### src/hdl/eis_pkg.sv
// Constants for the configuration store instruction sequencer.
// Assumes one system clock and a synchronous active-high reset.
// Behaviour
// - Store holds 2048 bytes, pointer spans all
// - 48-byte scratch pad at 0x0E10 to 0x0E3F
// - Control registers 0x0E00-0x0E03 start transfers only when idle
// - Power-up download selected by upper config pins
// - Upload saves registers, download restores them
// - Data instruction 0x00-0x7F moves value+1 bytes
// - Address MSB in D7 of first (upper) byte
// - Block transfers step upward from start address
// - 0x80 in download issues soft I/O update
// - 0xA0 in download starts clock calibration
// - 0xA1 in download emits distribution sync pulse
// - 0xB1-0xCF are conditions 1-31, 0xB0 null
// - Upload pause resets pad pointer, keeps store pointer
// - All instructions recognised, pause only in upload
// - Upload end resets both pointers, goes idle
// - Download end resets store pointer, goes idle
// - Upload appends one-byte checksum to each block
// - Download checksum mismatch sets fault flag
// - All checksums matching sets completion flag
// - Upload after pause appends behind previous sequence
// - Load command runs store instructions until end
// - Active condition gates execution when tags exist
package eis_pkg;
   localparam int STORE_BYTES = 2048;
   localparam int STORE_AW = 11;
   localparam int PAD_BYTES = 48;
   localparam int PAD_AW = 6;
   localparam logic [15:0] ADDR_CTRL_FIRST = 16'h0e00;
   localparam logic [15:0] ADDR_CTRL_LAST = 16'h0e03;
   localparam logic [15:0] ADDR_PAD_FIRST = 16'h0e10;
   localparam logic [15:0] ADDR_PAD_LAST = 16'h0e3f;
   localparam logic [7:0] OP_DATA_MAX = 8'h7f;
   localparam logic [7:0] OP_IO_UPDATE = 8'h80;
   localparam logic [7:0] OP_CALIBRATE = 8'ha0;
   localparam logic [7:0] OP_DIST_SYNC = 8'ha1;
   localparam logic [7:0] OP_COND_NULL = 8'hb0;
   localparam logic [7:0] OP_COND_LAST = 8'hcf;
   localparam logic [7:0] OP_PAUSE = 8'hfe;
   localparam logic [7:0] OP_END = 8'hff;
   localparam int FIFO_W = 8;
   localparam int FIFO_D = 8;
   localparam int CLK_MHZ = 100;
   localparam int GAP_US = 10;
   localparam int GAP_CYC = GAP_US * CLK_MHZ;
   typedef enum logic [3:0] {
      ST_IDLE = 4'b0000,
      ST_FETCH = 4'b0001,
      ST_DECODE = 4'b0010,
      ST_ADDR_HI = 4'b0011,
      ST_ADDR_LO = 4'b0100,
      ST_MOVE = 4'b0101,
      ST_CSUM = 4'b0110,
      ST_STORE_OP = 4'b0111,
      ST_DRAIN = 4'b1000
   } eis_state_t;
endpackage

### src/hdl/eis_fifo.sv
// Byte FIFO in the data path between register map and store.
// Assumes the same clock and reset as the sequencer.
`timescale 1ns/1ps
`default_nettype none
module eis_fifo #(
   parameter int W = 8,
   parameter int D = 8
) (
   // Clock and reset
   input wire logic clk,
   input wire logic rst,
   // Filling side
   input wire logic in_valid,
   output logic in_ready,
   input wire logic [W-1:0] in_data,
   // Draining side
   output logic out_valid,
   input wire logic out_ready,
   output logic [W-1:0] out_data
);
   localparam int AW = $clog2(D);
   logic [W-1:0] mem_r [D];
   logic [AW-1:0] wp_r, wp_nxt, rp_r, rp_nxt;
   logic [AW:0] cnt_r, cnt_nxt;
   logic do_wr, do_rd;
   // Handshakes and pointer updates
   always_comb
   begin
      do_wr = in_valid && in_ready;
      do_rd = out_valid && out_ready;
      wp_nxt = do_wr ? ((wp_r == AW'(D - 1)) ? '0 : wp_r + 1'b1) : wp_r;
      rp_nxt = do_rd ? ((rp_r == AW'(D - 1)) ? '0 : rp_r + 1'b1) : rp_r;
      cnt_nxt = cnt_r + (AW + 1)'(do_wr) - (AW + 1)'(do_rd);
   end
   // Storage and pointers
   always_ff @(posedge clk)
   begin
      if (rst)
      begin
         wp_r <= '0;
         rp_r <= '0;
         cnt_r <= '0;
      end
      else
      begin
         wp_r <= wp_nxt;
         rp_r <= rp_nxt;
         cnt_r <= cnt_nxt;
      end
      if (do_wr)
         mem_r[wp_r] <= in_data;
   end
   assign in_ready = (cnt_r != (AW + 1)'(D));
   assign out_valid = (cnt_r != '0);
   assign out_data = mem_r[rp_r];
endmodule
`default_nettype wire

### src/hdl/eis_sequencer.sv
// Instruction sequencer moving bytes between store and register map.
// Assumes store and register map answer reads in the same cycle.
`timescale 1ns/1ps
`default_nettype none
module eis_sequencer (
   // Clock and reset
   input wire logic CLK,
   input wire logic RST,
   // Control bits
   input wire logic WRITE_EN,
   input wire logic SAVE_CMD,
   input wire logic LOAD_CMD,
   input wire logic [4:0] COND_REG,
   input wire logic [4:0] BOOT_CONDITION_PINS,
   // Scratch pad read port
   output logic [5:0] PAD_ADDR,
   input wire logic [7:0] PAD_RDATA,
   // Store port
   output logic [10:0] STORE_ADDR,
   input wire logic [7:0] STORE_RDATA,
   output logic STORE_WE,
   output logic [7:0] STORE_WDATA,
   // Register map port
   output logic [15:0] MAP_ADDR,
   input wire logic [7:0] MAP_RDATA,
   output logic MAP_WE,
   output logic [7:0] MAP_WDATA,
   // Events and status
   output logic IO_UPDATE,
   output logic CAL_START,
   output logic DIST_SYNC,
   output logic BUSY,
   output logic FAULT,
   output logic DONE
);
   eis_pkg::eis_state_t st_r, st_nxt;
   logic upl_r, upl_nxt; // Upload mode
   logic [5:0] pp_r, pp_nxt; // Scratch pad pointer
   logic [10:0] sp_r, sp_nxt; // Store pointer
   logic [15:0] ma_r, ma_nxt; // Register map address
   logic [7:0] len_r, len_nxt; // Bytes left minus one
   logic [7:0] op_r, op_nxt; // Current instruction
   logic [7:0] cs_r, cs_nxt; // Running checksum
   logic [31:1] tag_r, tag_nxt; // Condition tag board
   logic [4:0] pins_r, pins_nxt; // Captured pin state
   logic boot_r, boot_nxt; // Boot download pending
   logic bad_r, bad_nxt; // Mismatch seen
   logic io_nxt, cal_nxt, sync_nxt, flt_nxt, done_nxt;
   logic swe_nxt, mwe_nxt;
   logic [7:0] swd_nxt, mwd_nxt;
   logic [4:0] cond;
   logic [7:0] byte_in;
   logic exec;
   // Upload FIFO between map reads and store writes
   logic f_iv, f_ir, f_ov, f_or;
   logic [7:0] f_od;
   eis_fifo #(.W(eis_pkg::FIFO_W), .D(eis_pkg::FIFO_D)) u_fifo (
      .clk(CLK),
      .rst(RST),
      .in_valid(f_iv),
      .in_ready(f_ir),
      .in_data(MAP_RDATA),
      .out_valid(f_ov),
      .out_ready(f_or),
      .out_data(f_od)
   );
   // Next-state logic
   always_comb
   begin
      st_nxt = st_r;
      upl_nxt = upl_r;
      pp_nxt = pp_r;
      sp_nxt = sp_r;
      ma_nxt = ma_r;
      len_nxt = len_r;
      op_nxt = op_r;
      cs_nxt = cs_r;
      tag_nxt = tag_r;
      pins_nxt = pins_r;
      boot_nxt = 1'b0;
      bad_nxt = bad_r;
      io_nxt = 1'b0;
      cal_nxt = 1'b0;
      sync_nxt = 1'b0;
      flt_nxt = FAULT;
      done_nxt = DONE;
      swe_nxt = 1'b0;
      swd_nxt = 8'h00;
      mwe_nxt = 1'b0;
      mwd_nxt = 8'h00;
      f_iv = 1'b0;
      f_or = 1'b0;
      // Register value wins, else captured pins
      cond = (COND_REG != 5'h00) ? COND_REG : pins_r;
      byte_in = upl_r ? PAD_RDATA : STORE_RDATA;
      // Gate execution by the tag board
      exec = upl_r || (cond == 5'h00) || (tag_r == '0) || tag_r[cond];
      case (st_r)
         eis_pkg::ST_IDLE:
         begin
            if (boot_r && BOOT_CONDITION_PINS != 5'h00)
            begin
               upl_nxt = 1'b0;
               st_nxt = eis_pkg::ST_FETCH;
               tag_nxt = '0;
               bad_nxt = 1'b0;
            end
            else if (SAVE_CMD && WRITE_EN)
            begin
               upl_nxt = 1'b1;
               st_nxt = eis_pkg::ST_FETCH;
            end
            else if (LOAD_CMD)
            begin
               upl_nxt = 1'b0;
               st_nxt = eis_pkg::ST_FETCH;
               tag_nxt = '0;
               bad_nxt = 1'b0;
               flt_nxt = 1'b0;
               done_nxt = 1'b0;
            end
         end
         eis_pkg::ST_FETCH:
         begin
            op_nxt = byte_in;
            st_nxt = eis_pkg::ST_DECODE;
            if (upl_r)
               pp_nxt = (pp_r == 6'(eis_pkg::PAD_BYTES - 1)) ? 6'h00 : pp_r + 6'h01;
            else
               sp_nxt = sp_r + 11'h001;
         end
         eis_pkg::ST_DECODE:
         begin
            st_nxt = eis_pkg::ST_FETCH;
            if (op_r <= eis_pkg::OP_DATA_MAX)
            begin
               len_nxt = op_r;
               cs_nxt = 8'h00;
               st_nxt = upl_r ? eis_pkg::ST_STORE_OP : eis_pkg::ST_ADDR_HI;
            end
            else if (op_r == eis_pkg::OP_END)
            begin
               sp_nxt = 11'h000;
               pp_nxt = 6'h00;
               st_nxt = eis_pkg::ST_IDLE;
               if (!upl_r)
               begin
                  flt_nxt = bad_r;
                  done_nxt = !bad_r;
               end
               else
               begin
                  // End byte kept so a later download stops here
                  swe_nxt = 1'b1;
                  swd_nxt = op_r;
               end
            end
            else if (op_r == eis_pkg::OP_PAUSE && upl_r)
            begin
               pp_nxt = 6'h00;
               st_nxt = eis_pkg::ST_IDLE;
            end
            else if (upl_r)
            begin
               // Other instructions copied verbatim
               swe_nxt = 1'b1;
               swd_nxt = op_r;
               sp_nxt = sp_r + 11'h001;
            end
            else if (op_r >= eis_pkg::OP_COND_NULL && op_r <= eis_pkg::OP_COND_LAST)
            begin
               if (op_r == eis_pkg::OP_COND_NULL)
                  tag_nxt = '0;
               else
                  tag_nxt[5'(op_r - eis_pkg::OP_COND_NULL)] = 1'b1;
            end
            else if (exec)
            begin
               io_nxt = (op_r == eis_pkg::OP_IO_UPDATE);
               cal_nxt = (op_r == eis_pkg::OP_CALIBRATE);
               sync_nxt = (op_r == eis_pkg::OP_DIST_SYNC);
            end
         end
         eis_pkg::ST_STORE_OP:
         begin
            swe_nxt = 1'b1;
            swd_nxt = op_r;
            sp_nxt = sp_r + 11'h001;
            st_nxt = eis_pkg::ST_ADDR_HI;
         end
         eis_pkg::ST_ADDR_HI:
         begin
            // First byte carries the high bits
            ma_nxt[15:8] = byte_in;
            st_nxt = eis_pkg::ST_ADDR_LO;
            if (upl_r)
            begin
               swe_nxt = 1'b1;
               swd_nxt = byte_in;
               pp_nxt = pp_r + 6'h01;
            end
            sp_nxt = sp_r + 11'h001;
         end
         eis_pkg::ST_ADDR_LO:
         begin
            ma_nxt[7:0] = byte_in;
            st_nxt = eis_pkg::ST_MOVE;
            if (upl_r)
            begin
               swe_nxt = 1'b1;
               swd_nxt = byte_in;
               pp_nxt = pp_r + 6'h01;
            end
            sp_nxt = sp_r + 11'h001;
         end
         eis_pkg::ST_MOVE:
         begin
            if (upl_r)
            begin
               // Map reads pushed into the FIFO
               f_iv = 1'b1;
               if (f_ir)
               begin
                  cs_nxt = cs_r + MAP_RDATA;
                  ma_nxt = ma_r + 16'h0001;
                  len_nxt = len_r - 8'h01;
                  if (len_r == 8'h00)
                     st_nxt = eis_pkg::ST_DRAIN;
               end
            end
            else
            begin
               mwe_nxt = exec;
               mwd_nxt = STORE_RDATA;
               cs_nxt = cs_r + STORE_RDATA;
               ma_nxt = ma_r + 16'h0001;
               sp_nxt = sp_r + 11'h001;
               len_nxt = len_r - 8'h01;
               if (len_r == 8'h00)
                  st_nxt = eis_pkg::ST_CSUM;
            end
         end
         eis_pkg::ST_DRAIN:
         begin
            if (!f_ov)
               st_nxt = eis_pkg::ST_CSUM;
         end
         eis_pkg::ST_CSUM:
         begin
            sp_nxt = sp_r + 11'h001;
            st_nxt = eis_pkg::ST_FETCH;
            if (upl_r)
            begin
               swe_nxt = 1'b1;
               swd_nxt = cs_r;
            end
            else if (exec && STORE_RDATA != cs_r)
               bad_nxt = 1'b1;
         end
         default:
            st_nxt = eis_pkg::ST_IDLE;
      endcase
      // FIFO drains into the store while moving or draining
      if (upl_r && (st_r == eis_pkg::ST_MOVE || st_r == eis_pkg::ST_DRAIN) && f_ov)
      begin
         f_or = 1'b1;
         swe_nxt = 1'b1;
         swd_nxt = f_od;
         sp_nxt = sp_r + 11'h001;
      end
   end
   // State registers
   always_ff @(posedge CLK)
   begin
      if (RST)
      begin
         st_r <= eis_pkg::ST_IDLE;
         upl_r <= 1'b0;
         pp_r <= 6'h00;
         sp_r <= 11'h000;
         ma_r <= 16'h0000;
         len_r <= 8'h00;
         op_r <= 8'h00;
         cs_r <= 8'h00;
         tag_r <= '0;
         pins_r <= 5'h00;
         boot_r <= 1'b1;
         bad_r <= 1'b0;
         IO_UPDATE <= 1'b0;
         CAL_START <= 1'b0;
         DIST_SYNC <= 1'b0;
         FAULT <= 1'b0;
         DONE <= 1'b0;
         STORE_WE <= 1'b0;
         STORE_WDATA <= 8'h00;
         MAP_WE <= 1'b0;
         MAP_WDATA <= 8'h00;
      end
      else
      begin
         st_r <= st_nxt;
         upl_r <= upl_nxt;
         pp_r <= pp_nxt;
         sp_r <= sp_nxt;
         ma_r <= ma_nxt;
         len_r <= len_nxt;
         op_r <= op_nxt;
         cs_r <= cs_nxt;
         tag_r <= tag_nxt;
         // Pins caught in first cycle after reset
         pins_r <= boot_r ? BOOT_CONDITION_PINS : pins_nxt;
         boot_r <= boot_nxt;
         bad_r <= bad_nxt;
         IO_UPDATE <= io_nxt;
         CAL_START <= cal_nxt;
         DIST_SYNC <= sync_nxt;
         FAULT <= flt_nxt;
         DONE <= done_nxt;
         STORE_WE <= swe_nxt;
         STORE_WDATA <= swd_nxt;
         MAP_WE <= mwe_nxt;
         MAP_WDATA <= mwd_nxt;
      end
   end
   // Write addresses follow the pointers one cycle late
   always_ff @(posedge CLK)
   begin
      if (RST)
      begin
         PAD_ADDR <= 6'h00;
         STORE_ADDR <= 11'h000;
         MAP_ADDR <= 16'h0000;
         BUSY <= 1'b0;
      end
      else
      begin
         PAD_ADDR <= pp_nxt;
         STORE_ADDR <= swe_nxt ? sp_r : sp_nxt;
         MAP_ADDR <= mwe_nxt ? ma_r : ma_nxt;
         BUSY <= (st_nxt != eis_pkg::ST_IDLE);
      end
   end
   // Busy tracks the controller leaving idle
   property p_busy;
      @(posedge CLK) disable iff (RST)
      (st_r != eis_pkg::ST_IDLE) |-> BUSY;
   endproperty
   a_busy: assert property (p_busy) else $error("busy low while active");
   property p_iou;
      @(posedge CLK) disable iff (RST)
      (st_r == eis_pkg::ST_DECODE && !upl_r && exec && op_r == eis_pkg::OP_IO_UPDATE)
      |=> IO_UPDATE;
   endproperty
   a_iou: assert property (p_iou) else $error("io update missing");
   property p_cal;
      @(posedge CLK) disable iff (RST)
      CAL_START |-> $past(op_r) == eis_pkg::OP_CALIBRATE && !$past(upl_r);
   endproperty
   a_cal: assert property (p_cal) else $error("bad calibrate pulse");
   property p_sync;
      @(posedge CLK) disable iff (RST)
      DIST_SYNC |-> $past(op_r) == eis_pkg::OP_DIST_SYNC && !$past(upl_r);
   endproperty
   a_sync: assert property (p_sync) else $error("bad sync pulse");
   property p_end;
      @(posedge CLK) disable iff (RST)
      (st_r == eis_pkg::ST_DECODE && op_r == eis_pkg::OP_END)
      |=> sp_r == 11'h000 && st_r == eis_pkg::ST_IDLE;
   endproperty
   a_end: assert property (p_end) else $error("end did not reset pointer");
   property p_pause;
      @(posedge CLK) disable iff (RST)
      (st_r == eis_pkg::ST_DECODE && upl_r && op_r == eis_pkg::OP_PAUSE)
      |=> pp_r == 6'h00 && $stable(sp_r) && !STORE_WE;
   endproperty
   a_pause: assert property (p_pause) else $error("pause handling wrong");
   property p_null;
      @(posedge CLK) disable iff (RST)
      (st_r == eis_pkg::ST_DECODE && !upl_r && op_r == eis_pkg::OP_COND_NULL)
      |=> tag_r == '0;
   endproperty
   a_null: assert property (p_null) else $error("null condition kept tags");
   property p_flags;
      @(posedge CLK) disable iff (RST)
      !(FAULT && DONE);
   endproperty
   a_flags: assert property (p_flags) else $error("fault and done both set");
endmodule
`default_nettype wire

### config.mk
export PLATFORM = sky130hd
export DESIGN_NAME = eis_sequencer
export DESIGN_NICKNAME = d
export VERILOG_FILES = /design/src/hdl/eis_pkg.sv /design/src/hdl/eis_fifo.sv /design/src/hdl/eis_sequencer.sv
export SDC_FILE = /design/constraint.sdc
export NUM_CORES = 1
export LEC_CHECK = 0
export BUFFER_PORTS_ARGS = -buffer_cell sky130_fd_sc_hd__buf_2
export CORE_MARGIN = 10
export CORE_UTILIZATION = 55
export DETAILED_ROUTE_END_ITERATION = 10
export GPL_ROUTABILITY_DRIVEN = 0
export GPL_TIMING_DRIVEN = 0
export PLACE_DENSITY = 0.84
export SYNTH_ARGS = -nofsm -noshare
export SYNTH_HDL_FRONTEND = slang
export SYNTH_SLANG_ARGS = --single-unit
### constraint.sdc
create_clock -name CLK -period 4.15 [get_ports CLK]
set_clock_uncertainty 0.2 [all_clocks]
set_input_delay 0 -clock CLK [delete_from_list [all_inputs] [get_ports CLK]]
set_output_delay 0 -clock CLK [all_outputs]
set_load 0.01 [all_outputs]
==> results of run 1 <==
synthesized netlist by cell type, types with 10 or more instances:
cell and instances:
a211oi_1 13, a21oi_1 95, a22oi_1 13, and2_1 15
buf_2 19, clkbuf_1 29, dfxtp_1 164, edfxtp_1 64
ha_1 22, inv_1 21, mux2_2 13, mux2i_1 19
mux4_2 16, nand2_1 90, nand2b_1 25, nand3_1 29
nand4_1 10, nor2_1 154, nor2b_1 12, nor3_1 18
nor3b_1 11, nor4_1 12, o21ai_0 34, o22a_1 14
xnor2_1 13, xor2_1 13
per-stage QoR:
stage | hold slack (ps) | total power, mW | setup TNS [ps]
2_1_floorplan | -172 | 3.95 | 0
3_3_place_gp | -23.5 | 4.45 | -285
3_5_place_dp | -31.3 | 4.49 | -546
4_1_cts | 0.481 | 6.49 | 0
5_1_grt | 19.8 | 6.85 | 0
6_report | 14.3 | 6.55 | 0
state kept, by name, summed over array words and instances (netlist names), 4 cells and up, named ones only:
| signal | flops |
|---|---|
| u_fifo.mem_r | 64 |
| MAP_ADDR | 16 |
| pins_nxt | 5 |
| sp_r | 11 |
| op_r | 8 |
| tag_r | 31 |
| len_r | 8 |
| u_fifo.cnt_r | 4 |
| STORE_ADDR | 11 |
| PAD_ADDR | 6 |
| st_r | 4 |
| STORE_WDATA | 8 |
| ma_r | 16 |
| MAP_WDATA | 8 |
| cs_r | 8 |
report_power, final:
group | internal (mW) | switching (mW)
combinational | 0.660 | 1.35
clock | 1.13 | 0.851
sequential | 2.45 | 0.121
total | 4.23 | 2.32
path summary, 6_finish.rpt:
check	endpoint	slack, ps
worst min register to register	len_r[7]$_SDFFE_PP0P_	290
worst max register to register	cs_r[7]$_SDFFE_PP0P_	220
worst max-delay path	cs_r[7]$_SDFFE_PP0P_	220
worst min-delay path	boot_r$_DFF_P_	10
worst max-delay path, cell delays in order, from the launching register on:
cell,delay [ps]
dfxtp_1,310
clkbuf_1,300
buf_2,470
buf_2,350
clkbuf_1,470
nand2_1,110
nand2_1,150
ha_1,250
a21o_1,180
a21oi_1,230
o21bai_1,130
a21oi_1,240
o21ai_0,180
a211o_1,250
nand3_1,70
timing repair:
action,in CTS,in global routing
endpoints found under the hold margin,119,0
resized for setup,1,0
endpoints found under the setup margin,9,0
hold buffers,36,0
layout make-up:
cell class,instances,area (um^2)
buffer,59,287
clock buffer,30,632
clock inverter,8,71.3
fill,1512,6670
inverter,21,78.8
multi-input combinational,806,5400
sequential,228,5200
tap,265,332
timing repair buffer,132,846
layer usage:
metal  vias up  global-route usage  part of all wire
met5         -                   0                 0
met4         0               0.103             0.048
met3       120              0.0498              0.11
met2       560               0.367              0.46
met1      4516               0.291              0.39
li1       4436                   -                 -
cell families (layout without fill, tap and decap cells):
kind of cell / count (synthesis) / in the layout / synth area share
compound gates: 281 / 281 / 0.185
simple gates: 426 / 426 / 0.192
buf+inv: 81 / 250 / 0.0337
fa+ha+maj: 24 / 24 / 0.0288
xor+xnor: 26 / 26 / 0.0208
mux: 49 / 49 / 0.0649
flops: 228 / 228 / 0.475
==> qor.txt, run 1 <==
Relative slew slack - 0.0940
First-pass GRT wire length - 49.2 mm
Mapped cell area - 11000 um^2
Status - finished, final reports clean
Yosys cell types - 88
Chip width - 161 um
Dominant cell type by area after synthesis - dfxtp_1
Cells after Synth - 1115
I/O pin count - 96
Least-Margin Pin Slew - 1350 ps
FF+latch count, synth - 228
Post-synth ARST share - 0
Die height - 161 um
Gr ovfl total - 0
Hold Crit Class - in -> reg
Post-layout minimum cycle time - 3930 ps
Clk buf depth - 3
Detail Route Antenna Nets - 0
Final WL - 31.0 mm
# DRC - 0
DRT iter0 DRCs - 1243
Finished Cell Area - 12900 um^2
Final Non-Filler Cells - 1549
Root buf cell - clkbuf_16
Initial antenna violation count - 1
Critical path launch point type - flip-flop
FF-to-FF Start - upl_r$_SDFFE_PP0P_
Fmax - 254 MHz
Port Buf Inserts - 94
Postcts setup bufs - 0
CTS Buf Count - 23
RSZ-0062 raised after global routing - no
Hold Vio Cnt, Final - 0
PD cells - 510 nW/um^2
Pre-CTS setup slack - -63.3 ps
Hold_sp - RST
Register area share after synthesis - 0.475
Routed WL per cell - 20.0 um
Max IR drop VDD - 0.409 mV
N_diodes - 0
Hold Path Stages - 2
Commonest non-fill, non-tap cell in the layout - dfxtp_1
CP required - 4420 ps
Mapped Nets - 1178
Number of instances in the placed design - 1475
Final worst setup slack - 218 ps
Final Setup Violations - 0
Syn avg cell area - 9.83 um^2
Row cnt - 51
Max_cap viols - 0
Worst-Skew Late Latency - 530 ps
Critical path endpoint category - flip-flop
Synth Flop Type - dfxtp_1
Maximum number of pins on one net before global-route repair - 20
Clock Pin Slew Worst Setup and Hold Paths - 60 ps
CTS tree - done
Crit path arrival time - 4200 ps
Fraction of layout cells with a size suffix above 1 - 0.169
Starting Density - 0.562
DRT Pass-1 Iters - 6
Worst setup path class - reg -> reg
Area growth syn-to-layout - 17.2%
Leakage - 4.83 nW
Commonest non-fill, non-tap cells in the layout - 164 x dfxtp_1, 154 x nor2_1, 113 x buf_2
Post-DP Area - 11800 um^2
Most area-consuming cells after synthesis - dfxtp_1 30%, edfxtp_1 18%, nor2_1 5.3%
Vias in the first global route - 9173
Core Region - 19500 um^2
Clock sink count - 228
Period utilization - 0.947
Die area - 26000 um^2
Register-to-Register Path Depth - 14
EDFF count, synth - 64
Vias - 9632
Final net count - 1334
Synth top area share - 0.299
Synth warnings - 0
Worst Setup SP - upl_r$_SDFFE_PP0P_
H-tree depth - 1
Final Max Tran Viols - 0
Detailed Place HPWL - 21.6 mm
Total Routing Usage GR - 0.229
CP Max Fanout - 19
Vias per cell - 6.22
Post-layout util - 0.658
No activity file was read; power rests on OpenSTA's default activity.
==> run 2: changes to the inputs <==
--- a/config.mk
+++ b/config.mk
@@ -7,4 +7,5 @@
 export LEC_CHECK = 0
 export BUFFER_PORTS_ARGS = -buffer_cell sky130_fd_sc_hd__buf_2
+export CORE_ASPECT_RATIO = 1.1
 export CORE_MARGIN = 10
 export CORE_UTILIZATION = 55
@@ -16,2 +17,3 @@
 export SYNTH_HDL_FRONTEND = slang
 export SYNTH_SLANG_ARGS = --single-unit
+export TNS_END_PERCENT = 10
==> constraint.sdc (replaced) <==
create_clock -name CLK -period 4.15 [get_ports CLK]
set_clock_uncertainty 0.2 [all_clocks]
set_input_delay 0.83 -clock CLK [delete_from_list [all_inputs] [get_ports CLK]]
set_output_delay 0.83 -clock CLK [all_outputs]
set_load 0.01 [all_outputs]
==> qor.txt, run 2 (synthesized netlist as in run 1, its figures left out) <==
Postcts setup bufs - 0 (unchanged)
Hold Crit Class - in -> reg
Detail Route Antenna Nets - 0 (unchanged)
Top flop regs - u_fifo.mem_r (64), tag_r (31)
Critical path launch point type - flip-flop
Least-Margin Pin Slew - 1240 ps (-112 ps)
Status - finished, final reports clean
DRT Pass-1 Iters - 7 (+1)
Root buf cell - clkbuf_16
Critical path's slowest cell - buf_2
Fraction of layout cells with a size suffix above 1 - 0.178 (+0.00940)
Hold Vio Cnt, Final - 0 (unchanged)
Final Setup Violations - 0 (unchanged)
Biggest register - u_fifo.mem_r
Period utilization - 0.955 (+0.00718)
Die height - 168 um (+4.3%)
Setup_tns - 0 ps (unchanged)
N_diodes - 0 (unchanged)
Max_cap viols - 0 (unchanged)
Worst setup path class - reg -> reg
Hold_buf cts - 0 (-100%)
Buf/Inv on CP - 5 (+1)
Starting Density - 0.556 (-0.00577)
Relative slew slack - 0.169 (+0.0754)
Total Routing Usage GR - 0.217 (-0.0118)
I/O pin count - 96 (unchanged)
Clock Pin Slew Worst Setup and Hold Paths - 70 ps (about the same)
Register-to-Register Path Depth - 15 (+1)
# DRC - 0 (unchanged)
Clock sink count - 228 (unchanged)
Maximum number of pins on one net before global-route repair - 16 (-20%)
Switch Pwr - 2.35 mW (+1.3%)
Vias - 9386 (-2.6%)
Crit path arrival time - 4230 ps (+30 ps)
Fmax - 252 MHz (-0.75%)
Gr ovfl total - 0 (unchanged)
Routed WL per cell - 19.7 um (-1.8%)
Commonest non-fill, non-tap cells in the layout - 164 x dfxtp_1, 154 x nor2_1, 113 x buf_2
Flop pwr share - 0.385 (-0.007)
Final Max Tran Viols - 0 (unchanged)
Die area - 26000 um^2 (about the same)
CTS tree - done
Clk pwr share - 0.319 (+0.017)
First-pass GRT wire length - 46.9 mm (-4.7%)
RSZ-0062 raised after global routing - no
Row cnt - 54 (+5.9%)
Final Non-Filler Cells - 1502 (-3.0%)
Chip width - 155 um (-4.1%)
PD cells - 532 nW/um^2 (+4.4%)
DRT iter0 DRCs - 1032 (-17%)
Switching share of power - 0.352 (-0.00169)
Crit path largest cell delay - 350 ps (-120 ps)
Area growth syn-to-layout - 14.4%
Initial antenna violation count - 1 (unchanged)
Final WL - 29.5 mm (-4.8%)
Critical Path, Cell by Cell - clkbuf_1 > buf_2 > clkbuf_2 > buf_2 > clkbuf_2 > nand2_1 > nand2_1 > ha_1 > a21o_1 > a21oi_1 > o21bai_1 > a21oi_1 > o21ai_0 > a211o_1 > nand3_1
Detailed Place HPWL - 21.4 mm (-0.82%)
Max IR drop VDD - 0.436 mV (+6.7%)
Post-layout minimum cycle time - 3960 ps (+29.8 ps)
Crit path depth - 15 (+1)
Hold Path Stages - 1 (-1)
Clk buf depth - 3 (unchanged)
Leakage - 4.71 nW (-2.4%)
Final net count - 1297 (-2.8%)
Kind of cell adding the most delay to the critical path - buffers and inverters
Port Buf Inserts - 94 (unchanged)
CP required - 4420 ps (about the same)
Logic pwr share - 0.296 (-0.010)
Core Region - 19700 um^2 (+1.0%)
Internal power - 4.32 mW (+2.1%)
Number of instances in the placed design - 1461 (-0.95%)
Worst-Skew Late Latency - 520 ps (about the same)
Cells resized by post-CTS repair - 1 (unchanged)
Max reg flops - 64 (unchanged)
CP Max Fanout - 10 (-9)
Critical path endpoint category - flip-flop
H-tree depth - 1 (unchanged)
Vias per cell - 6.25 (+0.50%)
Vias in the first global route - 9020 (-1.7%)
CTS Buf Count - 23 (unchanged)
Commonest non-fill, non-tap cell in the layout - dfxtp_1
run 2: final cells by class:
type                       count  area, um^2
timing repair buffer          94         470
tap                          252         315
clock inverter                14         164
buffer                        60         293
inverter                      21        78.8
sequential                   228        5200
fill                        1565        7190
multi-input combinational    806        5400
clock buffer                  27         611
run 2: worst paths after layout:
kind,from,to,slack (ps)
worst max register to register,upl_r$_SDFFE_PP0P_,cs_r[7]$_SDFFE_PP0P_,190
worst min-delay path,RST,boot_r$_DFF_P_,280
worst max-delay path,upl_r$_SDFFE_PP0P_,cs_r[7]$_SDFFE_PP0P_,190
worst min register to register,tag_r[2]$_SDFFE_PP0P_,tag_r[2]$_SDFFE_PP0P_,300
run 2: layer usage:
| layer | wire (um) | up-vias | track usage | share of wire |
|---|---|---|---|---|
| met3 | 2940 | 100 | 0.0477 | 0.099 |
| met4 | 1280 | 2 | 0.0999 | 0.043 |
| met5 | 13 | - | 0 | 0.00044 |
| met2 | 13500 | 518 | 0.345 | 0.46 |
| met1 | 11800 | 4396 | 0.276 | 0.40 |
| li1 | - | 4370 | - | - |
run 2: power groups by stage:
stage	registers [mW]	clock network (mW)	logic, mW
final	2.57	2.13	1.98
after global placement	2.60	0	1.86
after floorplan	2.61	0	1.34
after detailed placement	2.61	0	1.90
after global routing	2.58	2.23	2.12
after CTS	2.56	2.14	1.91
run 2: per-stage QoR:
stage / setup WS, ps / utilization / cell area (um^2) / power (mW) / hold WS [ps]
2_1_floorplan: 886 / - / 11000 / 3.95 / 238
3_3_place_gp: 66.6 / 0.596 / 11800 / 4.46 / 259
3_5_place_dp: 6.18 / 0.596 / 11800 / 4.50 / 284
4_1_cts: 112 / 0.635 / 12500 / 6.62 / 267
5_1_grt: 35.7 / 0.636 / 12500 / 6.94 / 272
6_report: 188 / 0.636 / 12500 / 6.67 / 278
